--- config.mk ---
export PLATFORM = sky130hd
export DESIGN_NAME = eio_ports
export DESIGN_NICKNAME = d
export VERILOG_FILES = /design/src/hw/eio_ports.v
export VERILOG_INCLUDE_DIRS = /design/src /design/src/hw
export SDC_FILE = /design/constraint.sdc
export NUM_CORES = 1
export LEC_CHECK = 0
export BUFFER_PORTS_ARGS = -buffer_cell sky130_fd_sc_hd__buf_2
export CELL_PAD_IN_SITES_DETAIL_PLACEMENT = 1
export CELL_PAD_IN_SITES_GLOBAL_PLACEMENT = 2
export CORE_UTILIZATION = 34
export DETAILED_ROUTE_END_ITERATION = 8
export PLACE_DENSITY_LB_ADDON = 0.1
export RECOVER_POWER = 50
export SYNTH_ARGS = -nofsm -noshare
export SYNTH_HDL_FRONTEND = slang
export SYNTH_SLANG_ARGS = --single-unit
export TNS_END_PERCENT = 30
--- constraint.sdc ---
create_clock -name clk -period 6.2 [get_ports clk]
set_clock_uncertainty 0.05 [all_clocks]
set_input_delay 1.24 -clock clk [delete_from_list [all_inputs] [get_ports clk]]
set_output_delay 1.24 -clock clk [all_outputs]
set_load 0.03 [all_outputs]
--- src/hw/eio_defines.vh ---
// eio_defines.vh: offsets, field positions and reset values of the port block
// assumes an APB slave with 32-bit data, one register per aligned word
`ifndef EIO_DEFINES_VH
`define EIO_DEFINES_VH
`define EIO_OFS_WPIN      12'h000
`define EIO_OFS_WLAT      12'h004
`define EIO_OFS_WDIR      12'h008
`define EIO_OFS_SDIR      12'h00C
`define EIO_OFS_SPIN      12'h010
`define EIO_OFS_SLAT      12'h014
`define EIO_OFS_ANSEL     12'h018
`define EIO_OFS_SPDATA    12'h01C
`define EIO_OFS_IRQ_STAT  12'h020
`define EIO_OFS_IRQ_MASK  12'h024
`define EIO_BIT_IBF       7
`define EIO_BIT_OBF       6
`define EIO_BIT_OVF       5
`define EIO_BIT_PSP       4
`define EIO_RST_WDIR      8'hFF
`define EIO_RST_SDIR_LO   3'h7
`define EIO_RST_ANSEL     3'h7
`define EIO_IRQ_IN        0
`define EIO_IRQ_OUT       1
`define EIO_IRQ_OVF       2
`endif

--- src/hw/eio_ports.v ---
// eio_ports.v: 8-bit port with slave-port data, 3-bit port with analog select
// assumes a single clock; pins and slave strobes are synchronous to clk
`timescale 1ns/100ps
`default_nettype none
`include "eio_defines.vh"

// Contract
// - small-port direction 1 floats pin driver, 0 drives latch value
// - small-port latch register reads back latched values, not pins
// - small-port pins selected analog read as zero
// - small-port direction bits still control drivers while analog
// - power-on reset selects all three small-port pins as analog
// - input-full flag bit 7 is 1 while received word unread
// - output-full flag bit 6 is 1 until written word is read
// - bit 4 selects slave-port mode for the 8-bit port
// - each 8-bit pin is plain I/O or matching slave data bit
// - direction/status layout ibf,obf,ovf,psp,-,dir2..0, reset 0000-111
// - unimplemented bits read zero and ignore writes
// - 8-bit latch unknown at power-on, unchanged by other resets
// - 8-bit direction resets to all ones on rst; por leaves it unchanged
// - 8-bit port write updates latch, read returns pin levels
module eio_ports (
  // clock and reset
  input  wire        clk,
  input  wire        rst,
  input  wire        por,
  // apb slave
  input  wire        psel,
  input  wire        penable,
  input  wire        pwrite,
  input  wire [11:0] paddr,
  input  wire [31:0] pwdata,
  output reg  [31:0] prdata,
  output reg         pready,
  output reg         pslverr,
  // 8-bit port pins
  input  wire [7:0]  wide_pin_in,
  output reg  [7:0]  wide_pin_out,
  output reg  [7:0]  wide_pin_oe_n,
  // 3-bit port pins
  input  wire [2:0]  small_pin_in,
  output reg  [2:0]  small_pin_out,
  output reg  [2:0]  small_pin_oe_n,
  // external slave-port strobes, one-cycle pulses
  input  wire        ext_write_stb,
  input  wire        ext_read_stb,
  // interrupt
  output reg         irq
);

  reg [7:0] wlat_r;
  reg [7:0] wdir_r;
  reg [2:0] sdir_r;
  reg [2:0] slat_r;
  reg [2:0] ansel_r;
  reg       ibf_r;
  reg       obf_r;
  reg       ovf_r;
  reg       psp_r;
  reg [7:0] in_word_r;
  reg [2:0] ist_r;
  reg [2:0] imsk_r;
  reg [31:0] rd_nxt;
  reg        hit_nxt;

  wire acc    = psel & penable & ~pready;
  wire wr_acc = acc & pwrite;
  wire rd_acc = acc & ~pwrite;

  function sel;
    input [11:0] a;
    input [11:0] ofs;
    begin
      sel = (a == ofs);
    end
  endfunction

  wire wr_wpin   = wr_acc & sel(paddr, `EIO_OFS_WPIN);
  wire wr_wlat   = wr_acc & sel(paddr, `EIO_OFS_WLAT);
  wire wr_sdir   = wr_acc & sel(paddr, `EIO_OFS_SDIR);
  wire rd_spdata = rd_acc & sel(paddr, `EIO_OFS_SPDATA);
  wire ext_wr    = psp_r & ext_write_stb;
  wire ext_rd    = psp_r & ext_read_stb;

  // register read mux
  always @* begin
    rd_nxt  = 32'h0000_0000;
    hit_nxt = 1'b1;
    case (paddr)
      `EIO_OFS_WPIN:     rd_nxt[7:0] = wide_pin_in;
      `EIO_OFS_WLAT:     rd_nxt[7:0] = wlat_r;
      `EIO_OFS_WDIR:     rd_nxt[7:0] = wdir_r;
      `EIO_OFS_SDIR:     rd_nxt[7:0] = {ibf_r, obf_r, ovf_r, psp_r, 1'b0, sdir_r};
      `EIO_OFS_SPIN:     rd_nxt[2:0] = small_pin_in & ~ansel_r;
      `EIO_OFS_SLAT:     rd_nxt[2:0] = slat_r;
      `EIO_OFS_ANSEL:    rd_nxt[2:0] = ansel_r;
      `EIO_OFS_SPDATA:   rd_nxt[7:0] = in_word_r;
      `EIO_OFS_IRQ_STAT: rd_nxt[2:0] = ist_r;
      `EIO_OFS_IRQ_MASK: rd_nxt[2:0] = imsk_r;
      default:           hit_nxt     = 1'b0;
    endcase
  end

  // apb answer, one wait state
  always @(posedge clk or posedge rst) begin
    if (rst) begin
      pready  <= 1'b0;
      pslverr <= 1'b0;
      prdata  <= 32'h0000_0000;
    end else begin
      pready  <= acc;
      pslverr <= acc & ~hit_nxt;
      prdata  <= rd_acc ? rd_nxt : 32'h0000_0000;
    end
  end

  always @(posedge clk) begin
    if (wr_wpin | wr_wlat) begin
      wlat_r <= pwdata[7:0];
    end
  end

  // control registers
  always @(posedge clk or posedge rst) begin
    if (rst) begin
      wdir_r  <= `EIO_RST_WDIR;
      sdir_r  <= `EIO_RST_SDIR_LO;
      psp_r   <= 1'b0;
      slat_r  <= 3'h0;
      imsk_r  <= 3'h0;
    end else if (wr_acc) begin
      if (sel(paddr, `EIO_OFS_WDIR)) begin
        wdir_r <= pwdata[7:0];
      end
      if (wr_sdir) begin
        psp_r  <= pwdata[`EIO_BIT_PSP];
        sdir_r <= pwdata[2:0];
      end
      if (sel(paddr, `EIO_OFS_SLAT) | sel(paddr, `EIO_OFS_SPIN)) begin
        slat_r <= pwdata[2:0];
      end
      if (sel(paddr, `EIO_OFS_IRQ_MASK)) begin
        imsk_r <= pwdata[2:0];
      end
    end
  end

  always @(posedge clk or posedge rst) begin
    if (rst) begin
      ansel_r <= `EIO_RST_ANSEL;
    end else if (por) begin
      ansel_r <= `EIO_RST_ANSEL;
    end else if (wr_acc & sel(paddr, `EIO_OFS_ANSEL)) begin
      ansel_r <= pwdata[2:0];
    end
  end

  // slave-port buffer flags
  always @(posedge clk or posedge rst) begin
    if (rst) begin
      ibf_r     <= 1'b0;
      obf_r     <= 1'b0;
      ovf_r     <= 1'b0;
      in_word_r <= 8'h00;
    end else begin
      // set on external write, clear on cpu read
      if (ext_wr) begin
        ibf_r     <= 1'b1;
        in_word_r <= wide_pin_in;
      end else if (rd_spdata) begin
        ibf_r <= 1'b0;
      end
      // set on cpu write, clear on external read
      if (wr_wpin | wr_wlat) begin
        obf_r <= 1'b1;
      end else if (ext_rd) begin
        obf_r <= 1'b0;
      end
      if (ext_wr & ibf_r & ~rd_spdata) begin
        ovf_r <= 1'b1;
      end else if (wr_sdir & ~pwdata[`EIO_BIT_OVF]) begin
        ovf_r <= 1'b0;
      end
    end
  end

  // interrupt status, write one to clear, set wins
  wire [2:0] ev = {ext_wr & ibf_r & ~rd_spdata, ext_rd, ext_wr};
  always @(posedge clk or posedge rst) begin
    if (rst) begin
      ist_r <= 3'h0;
      irq   <= 1'b0;
    end else begin
      if (wr_acc & sel(paddr, `EIO_OFS_IRQ_STAT)) begin
        ist_r <= (ist_r & ~pwdata[2:0]) | ev;
      end else begin
        ist_r <= ist_r | ev;
      end
      irq <= |(ist_r & imsk_r);
    end
  end

  // pin drivers
  always @(posedge clk or posedge rst) begin
    if (rst) begin
      wide_pin_out   <= 8'h00;
      wide_pin_oe_n  <= 8'hFF;
      small_pin_out  <= 3'h0;
      small_pin_oe_n <= 3'h7;
    end else begin
      wide_pin_out  <= wlat_r;
      wide_pin_oe_n <= psp_r ? {8{~ext_read_stb}} : wdir_r;
      small_pin_out  <= slat_r;
      small_pin_oe_n <= sdir_r;
    end
  end

endmodule
`default_nettype wire

==> results of run 1 <==
-- kinds of logic after synthesis --
logic type             count (synthesis)  share of synthesized area
other                                  1                    0.00104
AO/OA/AOI/OAI                         60                      0.106
buffers and inverters                 50                     0.0816
multiplexers                          32                      0.107
flip-flops                            76                      0.547
AND/OR/NAND/NOR                       76                      0.157
-- how the worst max path moves through the flow --
stage / start / to / depth (start not counted)
after floorplan: rst / ibf_r / 1
after global placement: paddr[4] / wlat_r[2] / 4
after detailed placement: paddr[4] / wlat_r[3] / 4
after CTS: paddr[4] / wlat_r[5] / 4
after global routing: paddr[4] / wlat_r[5] / 4
final: paddr[4] / wlat_r[4] / 4
-- Yosys cell counts (all sizes together) (5+ instances only) --
cell	number	area, µm²
mux2i	8	80.1
nand2	13	51.3
dfstp	25	657
clkbuf	8	30.0
nor2	10	37.5
nand3	13	65.1
inv	14	52.6
nor4	6	97.6
a22oi	5	37.5
or4	5	52.6
o21ai	28	144
a31oi	7	43.8
edfxtp	8	240
mux2	23	282
dfrtp	43	1080
buf	28	211
-- cell type report --
| class | count | area (µm²) | share of cell area |
|---|---|---|---|
| clock buffers | 14 | 143 | 0.0344 |
| repair buffers | 72 | 352 | 0.0847 |
| multi-input cells | 192 | 1420 | 0.343 |
| well taps | 136 | 170 | 0.0410 |
| clock inverters | 2 | 35.0 | 0.00844 |
| flip-flops and latches | 76 | 1970 | 0.476 |
| inverters | 14 | 52.6 | 0.0127 |
-- per-stage QoR --
step / total power (µW) / utilization / std cells
after CTS: 969 / 0.403 / 506
after floorplan: 583 / - / 318
after detailed placement: 603 / 0.386 / 490
final: 959 / 0.402 / 506
after global placement: 602 / 0.386 / 490
after global routing: 989 / 0.402 / 506
-- registers in the layout, indices dropped and copies added (netlist names), 3 cells and up --
name and cells:
slat_r 3, in_word_r 8, ist_r 3, wide_pin_out 8, sdir_r 3, small_pin_oe_n 3
wide_pin_oe_n 8, small_pin_out 3, wdir_r 8, prdata 8, ansel_r 3, wlat_r 8
imsk_r 3
-- power groups by stage --
stage                     clock, µW  combinational (µW)  sequential, µW
after global placement            0                86.8             516
after detailed placement          0                87.5             516
after CTS                       375                87.5             506
final                           367                86.0             506
after floorplan                   0                65.8             517
after global routing            390                93.0             506
-- routing by layer --
metal,share of wire,track usage
met5,0,0
met4,0.023,0.0785
met3,0.035,0.0287
met2,0.48,0.286
met1,0.46,0.252
-- critical path, stage by stage --
cell and delay [ps]:
buf_2 220, nor4_4 940, nand3_1 320, nor2_1 850
==> results.sh, run 1 <==
export IMPL_hold_path_startpoint="wlat_r[7]"
export IMPL_switching_share=0.257
export IMPL_ys_seq_area_frac=0.547
export IMPL_drtIter0Drc=116
export IMPL_nFillCells=1148
export IMPL_worst_setup_path_end_kind="flip-flop"
export IMPL_required_ps=6130
export IMPL_ir_drop_mv=0.107
export IMPL_groute_usage_overall=0.183
export IMPL_power_frac_comb=0.090
export IMPL_vias=2559
export IMPL_die_y_um=105
export IMPL_path_max_fanout=18
export IMPL_layout_common_cells="62 x buf_2, 43 x dfrtp_1, 24 x conb_1, 22 x dfstp_2, 21 x o21ai_0"
export IMPL_clock_sinks=76
export IMPL_rows=37
export IMPL_postCtsHoldBufs=0
export IMPL_portBuffers=71
export IMPL_tightest_slew_ps=1030
export IMPL_syn_inst=295
export IMPL_async_reset_ff_frac=0.895
export IMPL_r2r_cells=2
export IMPL_cts_max_level=3
export IMPL_avgSynthCellArea_um2=12.2
export IMPL_slew_headroom=0.310
export IMPL_antenna_found_initial=0
export IMPL_gp_congestion=0.758
export IMPL_maxCapViolCount=0
export IMPL_synth_ff_type="dfrtp_1"
export IMPL_status="finished, final reports clean"
export IMPL_syn_area_um2=3600
export IMPL_dieArea_um2=11000
export IMPL_reg2reg_slack_ps=3820
export IMPL_drt_wl_total_mm=9.53
export IMPL_antennaDiodeCount=0
export IMPL_hold_path_class="reg -> reg"
export IMPL_grt_pass1_vias=2615
export IMPL_grt_max_degree=69
export IMPL_numCtsBuffers=9
export IMPL_drc=0
export IMPL_cts_tree="done"
export IMPL_ys_types=58
export IMPL_intPower_uw=713
export IMPL_cts_root_buf="clkbuf_8"
export IMPL_whs_path_depth=0
export IMPL_synth_edff_count=8
export IMPL_pre_cts_ws_ps=2090
export IMPL_ios=120
export IMPL_yosys_register_bits=76
export IMPL_period_minus_slack_ps=3650
export IMPL_slew_viol_final=0
export IMPL_crit_type="in -> reg"
export IMPL_p_sw_uw=247
export IMPL_layout_commonest_cell="buf_2"
export IMPL_grt_pass1_wl_mm=15.1
export IMPL_timing_final_crit_share=0.589
export IMPL_hold_end="wide_pin_out[7]"
export IMPL_clk_path_buf_depth=2
export IMPL_clk_pin_slew_ps=70
export IMPL_layout_nets=428
export IMPL_start_util=0.349
export IMPL_grt_setup_unrepaired="false"
export IMPL_area_delta_synth_final_pct=15.1
export IMPL_insertion_delay_ps=350
export IMPL_fmax_ghz=0.274
export IMPL_startpoint_type="input port"
export IMPL_r2r_start="pready"
export IMPL_r2r_end="wlat_r[4]"
export IMPL_hold_violations=0
export IMPL_fin_ws_ps=2550
export IMPL_final_design_area_no_fill_um2=4150
export IMPL_die_w_um=105
export IMPL_core_area_um2=10300
export IMPL_ant_nets=0
export IMPL_clock_power_share=0.383
export IMPL_hold_ws_ps=334
export IMPL_static_leakage_power_uw=0.00192
export IMPL_dpl_instance_area_um2=3980
export IMPL_cts_setup_buffers=0
export IMPL_first_pass_iters=4
export IMPL_yosys_warnings=0
export IMPL_grt_overflow_total=0
export IMPL_wl_per_cell_um=18.8
export IMPL_hpwlAfterDp_mm=6.64
export IMPL_tns_ps=0
export IMPL_worstPathArrival_ps=3580
export IMPL_post_cts_resized=0
export IMPL_viasPerCell=5.06
export IMPL_pwr_share_seq=0.528
export IMPL_layout_drive_gt1_share=0.368
export IMPL_finalSetupViolations=0
export IMPL_powerDensity_nw_per_um2=231
(Power assumes the default switching activity.)
==> run 2: changes to the inputs <==
CORE_UTILIZATION = 32   (was 34)
clock period = 3.8 ns   (was 6.2 ns; I/O delays follow)
==> results.sh, run 2 (synthesis results as in run 1) <==
export IMPL_path_delay_family="simple AND/OR/NAND/NOR gates"
export IMPL_hold_path_startpoint="wlat_r[6]"
export IMPL_critPathLaunch="paddr[4]"
export IMPL_core_area_um2=10900
export IMPL_clk_path_buf_depth=2
export IMPL_cpMaxStageDelayCell="or4_4"
export IMPL_violations="capacitance limit, slew limit"
export IMPL_vias=2542
export IMPL_fmax_ghz=0.415
export IMPL_layout_commonest_cell="buf_2"
export IMPL_maxCapViolCount=1
export IMPL_drt_wl_total_mm=9.85
export IMPL_layout_common_cells="63 x buf_2, 43 x dfrtp_1, 24 x conb_1, 22 x dfstp_2, 21 x o21ai_0"
export IMPL_clk_pin_slew_ps=80
export IMPL_grt_pass1_wl_mm=15.2
export IMPL_startpoint_type="input port"
export IMPL_drc=0
export IMPL_postCtsHoldBufs=0
export IMPL_crit_buf_inv=1
export IMPL_portBuffers=71
export IMPL_r2r_start="pready"
export IMPL_tns_ps=0
export IMPL_slowest_delay_ps=630
export IMPL_path_max_fanout=18
export IMPL_slew_viol_final=69
export IMPL_rows=38
export IMPL_status="complete, but fails checks"
export IMPL_reg2reg_slack_ps=1580
export IMPL_cts_max_level=3
export IMPL_antenna_found_initial=0
export IMPL_crit_type="in -> reg"
export IMPL_first_pass_iters=4
export IMPL_slew_headroom=-0.130
export IMPL_r2r_cells=3
export IMPL_cts_tree="done"
export IMPL_grt_setup_unrepaired="false"
export IMPL_dieArea_um2=11700
export IMPL_wl_per_cell_um=19.2
export IMPL_ios=120
export IMPL_antennaDiodeCount=0
export IMPL_ant_nets=0
export IMPL_drtIter0Drc=70
export IMPL_grt_pass1_vias=2629
export IMPL_timing_final_crit_share=0.635
export IMPL_tightest_slew_ps=1700
export IMPL_cp_cell_sequence="buf_2 -> or4_4 -> nor4_4 -> mux2_1"
export IMPL_path_depth=4
export IMPL_static_leakage_power_uw=0.00195
export IMPL_powerDensity_nw_per_um2=380
export IMPL_groute_usage_overall=0.179
export IMPL_hold_violations=0
export IMPL_period_minus_slack_ps=2410
export IMPL_ir_drop_mv=0.171
export IMPL_grt_overflow_total=0
export IMPL_clock_sinks=76
export IMPL_cts_setup_buffers=0
export IMPL_area_delta_synth_final_pct=16.2
export IMPL_post_cts_resized=0
export IMPL_cts_root_buf="clkbuf_8"
export IMPL_die_w_um=108
export IMPL_required_ps=4020
export IMPL_r2r_end="wdir_r[7]"
export IMPL_grt_max_degree=69
export IMPL_layout_nets=430
export IMPL_crit_end="wdir_r[7]"
export IMPL_die_y_um=108
export IMPL_hold_ws_ps=338
export IMPL_finalSetupViolations=0
export IMPL_start_util=0.331
export IMPL_hold_path_class="reg -> reg"
export IMPL_insertion_delay_ps=340
export IMPL_viasPerCell=4.96
export IMPL_hpwlAfterDp_mm=6.83
export IMPL_worst_setup_path_end_kind="flip-flop"
export IMPL_gp_congestion=0.769
export IMPL_worstPathArrival_ps=2630
export IMPL_layout_drive_gt1_share=0.382
export IMPL_numCtsBuffers=9
-- run 2: metrics by stage --
step,power (µW),instance area (µm²),utilization,instances,setup slack (ps)
6_report,1590,4190,0.385,512,1390
5_1_grt,1660,4190,0.385,512,1300
4_1_cts,1620,4200,0.386,512,1380
3_3_place_gp,984,4000,0.368,496,1030
3_5_place_dp,985,4000,0.368,496,1010
2_1_floorplan,951,3690,-,318,1320
-- run 2: area by class of cell --
| class | count | area, µm² |
|---|---|---|
| repair buffers | 74 | 365 |
| fillers | 1237 | 6700 |
| well taps | 140 | 175 |
| clock buffers | 13 | 181 |
| multi-input cells | 192 | 1420 |
| clock inverters | 3 | 16.3 |
| inverters | 14 | 52.6 |
| flip-flops and latches | 76 | 1970 |
-- run 2: layer usage --
layer,global-route usage,vias to the layer above,wire [µm]
met5,0,-,0
met2,0.274,59,4660
met4,0.0597,0,80
met1,0.250,1305,4720
met3,0.0386,4,384
li1,-,1174,-
-- run 2: worst min-delay path by stage --
stage                                    to  slack (ps)  cells past startpoint
after CTS                 small_pin_oe_n[0]         330                      0
final                       wide_pin_out[6]         340                      0
after global placement      wide_pin_out[7]         320                      0
after global routing        wide_pin_out[0]         350                      0
after floorplan             wide_pin_out[2]         300                      0
after detailed placement    wide_pin_out[6]         320                      0
-- run 2: power breakdown --
| group | leakage, µW | switching, µW | internal (µW) |
|---|---|---|---|
| registers | 0.000915 | 1.57 | 824 |
| clock network | 0.000104 | 310 | 316 |
| logic | 0.000932 | 107 | 34.4 |
| total | 0.00195 | 418 | 1180 |
-- run 2: worst reg2reg max path, cell delays in order (launching register included) --
cell and delay (ps):
dfrtp_1 390, nand4b_1 570, nor4_4 750, mux2_1 390
